[config.mk]
export PLATFORM = sky130hd
export DESIGN_NAME = pecirq_top
export DESIGN_NICKNAME = d
export VERILOG_FILES = /design/src/rtl/pecirq_pkg.sv /design/src/rtl/pecirq_top.sv
export SDC_FILE = /design/constraint.sdc
export NUM_CORES = 1
export LEC_CHECK = 0
export ABC_AREA = 1
export BUFFER_PORTS_ARGS = -buffer_cell sky130_fd_sc_hd__buf_2
export CORE_ASPECT_RATIO = 0.75
export CORE_MARGIN = 10
export CORE_UTILIZATION = 39
export CTS_CLUSTER_SIZE = 30
export DETAILED_ROUTE_END_ITERATION = 8
export REMOVE_ABC_BUFFERS = 1
export SYNTH_ARGS = -nofsm -noshare
export SYNTH_HDL_FRONTEND = slang
export SYNTH_SLANG_ARGS = --single-unit
[constraint.sdc]
create_clock -name pclk -period 1.9 [get_ports pclk]
set_input_delay 0.19 -clock pclk [delete_from_list [all_inputs] [get_ports pclk]]
set_output_delay 0.19 -clock pclk [all_outputs]
set_load 0.05 [all_outputs]
[src/rtl/pecirq_pkg.sv]
package pecirq_pkg;
  localparam int ADDR_W = 12;
  localparam logic [11:0] OFF_PA_RISE = 12'h000;
  localparam logic [11:0] OFF_PA_FALL = 12'h004;
  localparam logic [11:0] OFF_PA_FLAG = 12'h008;
  localparam logic [11:0] OFF_PB_RISE = 12'h00c;
  localparam logic [11:0] OFF_PB_FALL = 12'h010;
  localparam logic [11:0] OFF_PB_FLAG = 12'h014;
  localparam logic [11:0] OFF_PC_RISE = 12'h018;
  localparam logic [11:0] OFF_PC_FALL = 12'h01c;
  localparam logic [11:0] OFF_PC_FLAG = 12'h020;
  localparam logic [11:0] OFF_CTRL = 12'h024;
  // implemented-bit masks
  localparam logic [7:0] PA_MASK = 8'h3f;
  localparam logic [7:0] PB_MASK = 8'hf0;
  localparam logic [7:0] PC_MASK = 8'hff;
  // control register fields
  localparam int CTRL_MEN_BIT = 0;
  localparam int CTRL_SUM_BIT = 1;
  localparam int CTRL_SLEEP_BIT = 2;
  localparam logic [7:0] RESET_VAL = 8'h00;
endpackage : pecirq_pkg

[src/rtl/pecirq_top.sv]
// Functional notes
// RULE1: with master enable set, enabled edge raises interrupt and wakes sleeping core.
// RULE2: edges during sleep are recorded in flags before wake is signalled.
// RULE3: port A rising enable bits 5:0, one per pin.
// RULE4: port A falling enable bits 5:0, one per pin.
// RULE5: port A flag set by enabled rising or falling edge on its pin.
// RULE6: flag reads zero until enabled edge; software clears by writing zero.
// RULE7: port A bits 7:6 unimplemented, read zero.
// RULE8: port B rising enable bits 7:4; low nibble reads zero.
// RULE9: port B falling enable bits 7:4.
// RULE10: port B flag bits 7:4 set by enabled edges.
// RULE11: port C rising enable bits 7:0.
// RULE12: port C falling enable bits 7:0.
// RULE13: all enable and flag bits reset to zero.
// RULE14: flags software read/write and hardware settable independently.
// RULE15: software should clear flags by xor-and sequence of known set bits.
// RULE16: edge detection and flag setting continue with master enable clear.
// RULE17: summary flag is set while any per-pin flag is set.
// RULE18: edge during a clearing write leaves the flag set.
// RULE19: both enables set detect either edge polarity.
// RULE20: pins synchronised, previous sample compared, one pulse per edge.
//
// Design decisions made here: the register addresses and the APB interface to the registers.
`timescale 1ns/1ps
`default_nettype none
module pecirq_top (
  input wire logic pclk,
  input wire logic presetn,
  input wire logic psel,
  input wire logic penable,
  input wire logic pwrite,
  input wire logic [11:0] paddr,
  input wire logic [31:0] pwdata,
  input wire logic [3:0] pstrb,
  output logic [31:0] prdata,
  output logic pready,
  output logic pslverr,
  input wire logic [7:0] porta_pin,
  input wire logic [7:0] portb_pin,
  input wire logic [7:0] portc_pin,
  input wire logic core_sleeping,
  output logic change_irq,
  output logic wake_req
);
  typedef struct packed {
    logic [7:0] a_s1;
    logic [7:0] a_s2;
    logic [7:0] a_prev;
    logic [7:0] b_s1;
    logic [7:0] b_s2;
    logic [7:0] b_prev;
    logic [7:0] c_s1;
    logic [7:0] c_s2;
    logic [7:0] c_prev;
    logic [7:0] a_rise;
    logic [7:0] a_fall;
    logic [7:0] a_flag;
    logic [7:0] b_rise;
    logic [7:0] b_fall;
    logic [7:0] b_flag;
    logic [7:0] c_rise;
    logic [7:0] c_fall;
    logic [7:0] c_flag;
    logic master_en;
    logic [31:0] rdata;
    logic irq;
    logic wake;
  } pecirq_state_t;

  pecirq_state_t st_reg;
  pecirq_state_t st_next;

  logic [7:0] a_hit;
  logic [7:0] b_hit;
  logic [7:0] c_hit;
  logic wr_acc;
  logic rd_acc;
  logic any_flag;

  // enabled-edge hits for one port, limited to implemented pins
  function automatic logic [7:0] edge_hit(input logic [7:0] cur,
      input logic [7:0] prv, input logic [7:0] rise,
      input logic [7:0] fall, input logic [7:0] mask);
    edge_hit = ((cur & ~prv & rise) | (~cur & prv & fall)) & mask;
  endfunction : edge_hit

  // flag update: write value for lane, then hardware set wins
  function automatic logic [7:0] flag_upd(input logic [7:0] cur,
      input logic wr, input logic [7:0] wval, input logic [7:0] hit,
      input logic [7:0] mask);
    logic [7:0] v;
    v = wr ? (wval & mask) : cur;
    flag_upd = v | hit;
  endfunction : flag_upd

  assign wr_acc = psel && penable && pwrite && pstrb[0];
  assign rd_acc = psel && !penable && !pwrite;
  assign pready = 1'b1;
  assign pslverr = 1'b0;
  assign prdata = st_reg.rdata;
  assign change_irq = st_reg.irq;
  assign wake_req = st_reg.wake;

  always_comb begin
    st_next = st_reg;
    // two-stage sync, then compare against previous sample
    st_next.a_s1 = porta_pin;
    st_next.a_s2 = st_reg.a_s1;
    st_next.a_prev = st_reg.a_s2;
    st_next.b_s1 = portb_pin;
    st_next.b_s2 = st_reg.b_s1;
    st_next.b_prev = st_reg.b_s2;
    st_next.c_s1 = portc_pin;
    st_next.c_s2 = st_reg.c_s1;
    st_next.c_prev = st_reg.c_s2;
    a_hit = edge_hit(st_reg.a_s2, st_reg.a_prev, st_reg.a_rise,
        st_reg.a_fall, pecirq_pkg::PA_MASK); // [RULE3] [RULE4] [RULE20]
    b_hit = edge_hit(st_reg.b_s2, st_reg.b_prev, st_reg.b_rise,
        st_reg.b_fall, pecirq_pkg::PB_MASK); // [RULE8] [RULE9] [RULE19]
    c_hit = edge_hit(st_reg.c_s2, st_reg.c_prev, st_reg.c_rise,
        st_reg.c_fall, pecirq_pkg::PC_MASK); // [RULE11] [RULE12]
    if (wr_acc) begin
      case (paddr)
        pecirq_pkg::OFF_PA_RISE: begin
          st_next.a_rise = pwdata[7:0] & pecirq_pkg::PA_MASK; // [RULE7]
        end
        pecirq_pkg::OFF_PA_FALL: begin
          st_next.a_fall = pwdata[7:0] & pecirq_pkg::PA_MASK; // [RULE7]
        end
        pecirq_pkg::OFF_PB_RISE: begin
          st_next.b_rise = pwdata[7:0] & pecirq_pkg::PB_MASK; // [RULE8]
        end
        pecirq_pkg::OFF_PB_FALL: begin
          st_next.b_fall = pwdata[7:0] & pecirq_pkg::PB_MASK;
        end
        pecirq_pkg::OFF_PC_RISE: begin
          st_next.c_rise = pwdata[7:0];
        end
        pecirq_pkg::OFF_PC_FALL: begin
          st_next.c_fall = pwdata[7:0];
        end
        pecirq_pkg::OFF_CTRL: begin
          st_next.master_en = pwdata[pecirq_pkg::CTRL_MEN_BIT];
        end
        default: begin
        end
      endcase
    end
    // flags: hardware set wins over software write [RULE14] [RULE18]
    st_next.a_flag = flag_upd(st_reg.a_flag,
        wr_acc && paddr == pecirq_pkg::OFF_PA_FLAG, pwdata[7:0], a_hit,
        pecirq_pkg::PA_MASK); // [RULE5] [RULE6] [RULE16]
    st_next.b_flag = flag_upd(st_reg.b_flag,
        wr_acc && paddr == pecirq_pkg::OFF_PB_FLAG, pwdata[7:0], b_hit,
        pecirq_pkg::PB_MASK); // [RULE10]
    st_next.c_flag = flag_upd(st_reg.c_flag,
        wr_acc && paddr == pecirq_pkg::OFF_PC_FLAG, pwdata[7:0], c_hit,
        pecirq_pkg::PC_MASK);
    any_flag = |{st_next.a_flag, st_next.b_flag, st_next.c_flag};
    // irq/wake follow the flags registered this same edge [RULE2]
    st_next.irq = any_flag && st_next.master_en; // [RULE1] [RULE16]
    st_next.wake = any_flag && st_next.master_en && core_sleeping; // [RULE1]
    st_next.rdata = st_reg.rdata;
    if (rd_acc) begin
      st_next.rdata = 32'h0000_0000;
      case (paddr)
        pecirq_pkg::OFF_PA_RISE: st_next.rdata[7:0] = st_reg.a_rise;
        pecirq_pkg::OFF_PA_FALL: st_next.rdata[7:0] = st_reg.a_fall;
        pecirq_pkg::OFF_PA_FLAG: st_next.rdata[7:0] = st_reg.a_flag;
        pecirq_pkg::OFF_PB_RISE: st_next.rdata[7:0] = st_reg.b_rise;
        pecirq_pkg::OFF_PB_FALL: st_next.rdata[7:0] = st_reg.b_fall;
        pecirq_pkg::OFF_PB_FLAG: st_next.rdata[7:0] = st_reg.b_flag;
        pecirq_pkg::OFF_PC_RISE: st_next.rdata[7:0] = st_reg.c_rise;
        pecirq_pkg::OFF_PC_FALL: st_next.rdata[7:0] = st_reg.c_fall;
        pecirq_pkg::OFF_PC_FLAG: st_next.rdata[7:0] = st_reg.c_flag;
        pecirq_pkg::OFF_CTRL: begin
          st_next.rdata[pecirq_pkg::CTRL_MEN_BIT] = st_reg.master_en;
          // summary of all per-pin flags [RULE17]
          st_next.rdata[pecirq_pkg::CTRL_SUM_BIT] =
              |{st_reg.a_flag, st_reg.b_flag, st_reg.c_flag};
          st_next.rdata[pecirq_pkg::CTRL_SLEEP_BIT] = core_sleeping;
        end
        default: st_next.rdata = 32'h0000_0000;
      endcase
    end
  end

  always_ff @(posedge pclk or negedge presetn) begin
    if (!presetn) begin
      st_reg <= '0; // [RULE13]
    end else begin
      st_reg <= st_next;
    end
  end

  logic sum_now;
  assign sum_now = |{st_reg.a_flag, st_reg.b_flag, st_reg.c_flag};
  logic ctrl_wr;
  assign ctrl_wr = wr_acc && paddr == pecirq_pkg::OFF_CTRL;
endmodule : pecirq_top
`default_nettype wire
==> results of run 1 <==
## cell usage in the layout (no fill, tap or decap), types with 18 or more instances in the layout
cell type and instances:
nand3_1 27, o22ai_1 18, nor2_1 60, buf_4 25, nand2_1 115, buf_2 53, dfrtp_1 125, conb_1 26
nand4_1 20, dlygate4sd3_1 19, inv_1 84, o21ai_0 36
## layer usage
metal  track usage, %  wire length [um]  up-vias
li1                 -                 -     2130
met5                0                 0        -
met4            5.944               247        0
met1            22.00              7209     2121
met2            21.85              5881      179
met3            5.378              1398       24
## final cells by class
type	instances	share of cell area, %
flip-flops and latches	125	45.77
inverters	87	4.778
repair buffers	100	10.29
well taps	175	3.204
clock buffers	21	6.884
clock inverters	11	1.703
multi-input cells	379	27.37
## tightest hold or removal path: stages
cell    delay (ns)
buf_2         0.07
inv_1         0.07
nor2_1        0.11
## what timing repair did
item                                   4_1_cts  5_1_grt
hold buffers                                19        0
endpoints found under the hold margin       51        0
setup buffers                                0        0
## cell families (layout without fill, tap and decap cells)
group / count (synthesis) / after routing / share of synthesized area, %
buf+inv: 132 / 219 / 11.58
other cells: 2 / 26 / 0.1353
flops: 125 / 125 / 56.34
compound gates: 92 / 92 / 9.691
simple gates: 261 / 261 / 22.24
## metrics by stage
| stage | power (mW) | utilization [%] | setup slack (ns) | area [um2] |
|---|---|---|---|---|
| 6_report | 6.282 | 49.37 | 0.2566 | 6834 |
| 5_1_grt | 6.500 | 49.37 | 0.05569 | 6834 |
| 4_1_cts | 6.340 | 49.37 | 0.2902 | 6834 |
| 3_5_place_dp | 3.116 | 43.76 | -0.02155 | 6057 |
| 3_3_place_gp | 3.107 | 43.76 | 0.01026 | 6057 |
| 2_1_floorplan | 2.958 | - | 0.2998 | 5325 |
## final timing paths
check | start | endpoint | slack [ns] | cells past startpoint
min | core_sleeping | wake_req$_DFF_PN0_ | 0.07 | 3
max in group asynchronous | presetn | st_next[115]$_DFF_PN0_ | 1.01 | 3
max reg2reg | st_reg[74]$_DFFE_PN0P_ | wake_req$_DFF_PN0_ | 0.26 | 10
max | st_reg[74]$_DFFE_PN0P_ | wake_req$_DFF_PN0_ | 0.26 | 10
min reg2reg | st_next[168]$_DFF_PN0_ | st_next[160]$_DFF_PN0_ | 0.35 | 0
min in group asynchronous | presetn | st_next[144]$_DFF_PN0_ | 0.27 | 2
## where the power goes
part | total [mW] | internal [mW] | switching [mW]
combinational | 0.343 | 0.0879 | 0.255
sequential | 2.76 | 2.72 | 0.0311
clock | 3.18 | 2.02 | 1.16
==> flow_metrics.tcl, run 1 <==
set metrics [dict create \
    die-area_um2 19460 \
    synth.most_common_cell "dfrtp_1" \
    slew_violations 0 \
    cts_tree "done" \
    fmax_mhz 608.5 \
    maxCapViolCount 0 \
    io_buffers 54 \
    cp_cell_sequence "inv_1 > nor2_1 > a22oi_1 > nand3_2 > nor2_1 > nand2_1 > nor2_1 > nand3_1 > nand2_1 > nor2_1" \
    end_kind "flip-flop" \
    dp.cells 847 \
    track_usage_pct 15.70 \
    vias 4454 \
    fill_cells 1317 \
    rsz0062_at_grt "false" \
    tns_ns 0 \
    num_rows 37 \
    wl_mm 14.74 \
    ys.flop_type "dfrtp_1" \
    seq_area_um2 3128 \
    place_hpwl_mm 10.86 \
    period_minus_slack_ns 1.643 \
    drtPass1Iterations 5 \
    clockRootBuffer "clkbuf_16" \
    worstPathMaxFanout 2 \
    vias_per_cell 4.960 \
    core_um2 13840 \
    synth.avg_cell_area_um2 9.071 \
    first_global_vias 4336 \
    cp.arrival_ns 1.94 \
    ir_drop_mv 0.5918 \
    layout-drive-gt1-share_pct 19.36 \
    critPathTopFamily "simple AND/OR/NAND/NOR gates" \
    skew_ns 0.005577 \
    chipWidth_um 157.8 \
    routabilityCongestion 0.9419 \
    synth_common_cells "125 x dfrtp_1, 115 x nand2_1, 84 x inv_1" \
    cts.clk_slew.worst_paths_ns 0.06 \
    cts_max_level 4 \
    multi_input_area_um2 1871 \
    p_per_area_nw_per_um2 919.2 \
    dr.first_iter.drc_count 392 \
    async_flop_share_pct 100.0 \
    diodes 0 \
    cts.sinks 125 \
    yosys_warnings 0 \
    synth_area_leaders "dfrtp_1 56%, nand2_1 7.8%, inv_1 5.7%" \
    yosysSeqAreaShare_pct 56.34 \
    hold_path_class "input port to flip-flop" \
    stdcell_count 898 \
    synth_seq_cells 125 \
    setup_viol 0 \
    antenna_found_initial 0 \
    cp.buffers_inverters 1 \
    max_stage_delay_ns 0.38 \
    syn_area_um2 5552 \
    ioPinCount 114 \
    grt-ovfl-total 0 \
    ant_nets 0 \
    start_kind "flip-flop" \
    grt_pass1_wl_mm 23.43 \
    synth_top_area_share_pct 56.34 \
    outcome "finished, final reports clean" \
    avgRoutedWirePerCell_um 16.41 \
    area_delta_synth_final_pct 23.10 \
    clock_path_buffers 2 \
    hold_viol 0 \
    power_leakage_nw 3.358 \
    nets 788 \
    clkLatencyLatePin_ns 0.42 \
    crit_required_ns 2.20 \
    cp_common_cell "nor2_1" \
    yosysUniqueCellTypes 37 \
    largest_register_ffs 79 \
    cts_made_buffers 17 \
    synth_edf_count 0 \
    post-route-period-util_pct 86.49 \
    drc 0 \
    fin_hold_ws_ns 0.07497 \
    cts_resized 0 \
    syn_inst 612 \
    slowest_stage "dfrtp_1" \
    path_class "flip-flop to flip-flop" \
    die_h_um 123.3 \
    start_util_pct 40.11 \
    grt_max_degree 52 \
    yosys.area.top_type "dfrtp_1" \
]
(Power assumes the default switching activity.)
==> run 2: changes to the inputs <==
--- a/config.mk
+++ b/config.mk
@@ -9,9 +9,10 @@
 export BUFFER_PORTS_ARGS = -buffer_cell sky130_fd_sc_hd__buf_2
 export CORE_ASPECT_RATIO = 0.75
 export CORE_MARGIN = 10
-export CORE_UTILIZATION = 39
+export CORE_UTILIZATION = 31
 export CTS_CLUSTER_SIZE = 30
 export DETAILED_ROUTE_END_ITERATION = 8
+export HOLD_SLACK_MARGIN = 0.08
 export REMOVE_ABC_BUFFERS = 1
 export SYNTH_ARGS = -nofsm -noshare
 export SYNTH_HDL_FRONTEND = slang
==> flow_metrics.tcl, run 2 (synthesized netlist as in run 1, its figures left out) <==
set metrics [dict create \
    min_to "st_reg[38]$_DFF_PN0_" \
    track_usage_pct 12.78 \
    cts_max_level 4 \
    fill_cells 1775 \
    hold_viol 0 \
    rsz0062_at_grt "false" \
    fmax_mhz 588.1 \
    num_rows 42 \
    start_kind "flip-flop" \
    antenna_found_initial 1 \
    slew_violations 0 \
    skew_ns 0.006346 \
    total_power_mw 6.155 \
    die-area_um2 23720 \
    drc 0 \
    clock_path_buffers 2 \
    layout-drive-gt1-share_pct 18.55 \
    first_global_vias 4247 \
    setup_viol 0 \
    hold_path_class "input port to flip-flop" \
    core_um2 17600 \
    reg2reg_depth 10 \
    outcome "finished, final reports clean" \
    die_h_um 135.9 \
    wl_mm 14.92 \
    utilization_pct 39.03 \
    io_buffers 54 \
    chipWidth_um 174.5 \
    layout_commonest_cell "dfrtp_1" \
    p_per_area_nw_per_um2 895.8 \
    ioPinCount 114 \
    grt-ovfl-total 0 \
    whs_path_depth 3 \
    end_kind "flip-flop" \
    rr_startpoint "st_reg[73]$_DFFE_PN0P_" \
    area_delta_synth_final_pct 23.75 \
    routabilityCongestion 0.8876 \
    drtPass1Iterations 6 \
    cts.clk_slew.worst_paths_ns 0.05 \
    vias 4395 \
    worstPathMaxFanout 2 \
    power_leakage_nw 3.338 \
    cp.arrival_ns 2.00 \
    crit_required_ns 2.20 \
    maxCapViolCount 0 \
    largest_register_ffs 79 \
    grt_pass1_wl_mm 23.76 \
    min_from "pwdata[3]" \
    path_class "flip-flop to flip-flop" \
    avgRoutedWirePerCell_um 15.56 \
    cts.sinks 125 \
    r2r_end "wake_req$_DFF_PN0_" \
    cts_made_buffers 17 \
    dr.first_iter.drc_count 459 \
    start_util_pct 31.54 \
    post-route-period-util_pct 89.49 \
    vias_per_cell 4.583 \
    clockRootBuffer "clkbuf_16" \
    final_cell_mix "125 x dfrtp_1, 115 x nand2_1, 84 x inv_1" \
    period_minus_slack_ns 1.700 \
    cts_tree "done" \
    r2r_slack_ns 0.20 \
    ant_nets 0 \
    place_hpwl_mm 11.03 \
    clkLatencyLatePin_ns 0.41 \
    grt_max_degree 48 \
    nets 786 \
    ir_drop_mv 0.5643 \
    diodes 0 \
]
==> run 2: cell types whose count changed in the layout (fill, tap and decap cells not counted), sizes merged <==
cell / previous run / this run
clkinvlp: 3 / 1
buf: 81 / 78
dlygate4sd3: 19 / 20
clkinv: 6 / 5
clkbuf: 21 / 20
==> run 2: metrics by stage <==
step / TNS (ns) / hold slack (ns) / instance area [um2] / worst slack, ns / cells
floorplan: 0 / -0.1056 / 5325 / 0.2998 / 591
global placement: -0.05490 / 0.1540 / 6122 / -0.02106 / 911
detailed placement: -0.02903 / 0.1583 / 6122 / -0.01919 / 911
CTS: 0 / 0.1007 / 6865 / 0.1496 / 959
global route: 0 / 0.1120 / 6870 / 0.05619 / 959
finish: 0 / 0.09895 / 6870 / 0.1997 / 959
==> run 2: final cells by class <==
cell class | instances | area, um2 | share of cell area (%)
Tap cell | 242 | 302.8 | 4.407
Inverter | 87 | 326.6 | 4.753
Clock buffer | 20 | 446.7 | 6.502
Timing Repair Buffer | 98 | 694.4 | 10.11
Clock inverter | 8 | 96.34 | 1.402
Sequential cell | 125 | 3128 | 45.53
Multi-Input combinational cell | 379 | 1876 | 27.30
==> run 2: routing by layer <==
layer / up-vias / global-route usage, % / wire [um]
met5: - / 0 / 0
met4: 0 / 3.523 / 124
met3: 10 / 3.963 / 1266
met2: 162 / 16.57 / 5803
met1: 2100 / 19.55 / 7724
li1: 2123 / - / -
==> run 2: how the worst max path moves through the flow <==
stage / from / to / slack (ns) / cells after the start
after floorplan: paddr[11] / wake_req$_DFF_PN0_ / 0.30 / 12
after global routing: st_reg[73]$_DFFE_PN0P_ / change_irq$_DFF_PN0_ / 0.06 / 10
final: st_reg[73]$_DFFE_PN0P_ / wake_req$_DFF_PN0_ / 0.20 / 10
after global placement: paddr[7] / wake_req$_DFF_PN0_ / -0.02 / 13
after detailed placement: paddr[11] / wake_req$_DFF_PN0_ / -0.02 / 13
after CTS: st_reg[73]$_DFFE_PN0P_ / wake_req$_DFF_PN0_ / 0.15 / 10
==> run 2: what timing repair did <==
action,CTS,global route
hold buffers,20,0
setup endpoints to repair,0,2
gates resized for setup,0,1
hold endpoints to repair,62,0
setup buffers,0,0
==> run 2: report_power, final <==
| group | total (mW) | internal (mW) | switching [mW] |
|---|---|---|---|
| Clock | 3.05 | 1.92 | 1.12 |
| Sequential | 2.76 | 2.72 | 0.0311 |
| Combinational | 0.351 | 0.0909 | 0.260 |
==> run 2: critical path, cell delays in order (launching register included) <==
cell,delay [ns]
dfrtp_1,0.38
inv_1,0.07
nor2_1,0.05
a22oi_2,0.20
nand3_1,0.14
nor2_1,0.17
nand2_1,0.10
nor2_1,0.15
nand3_1,0.14
nand2_1,0.13
nor2_1,0.05
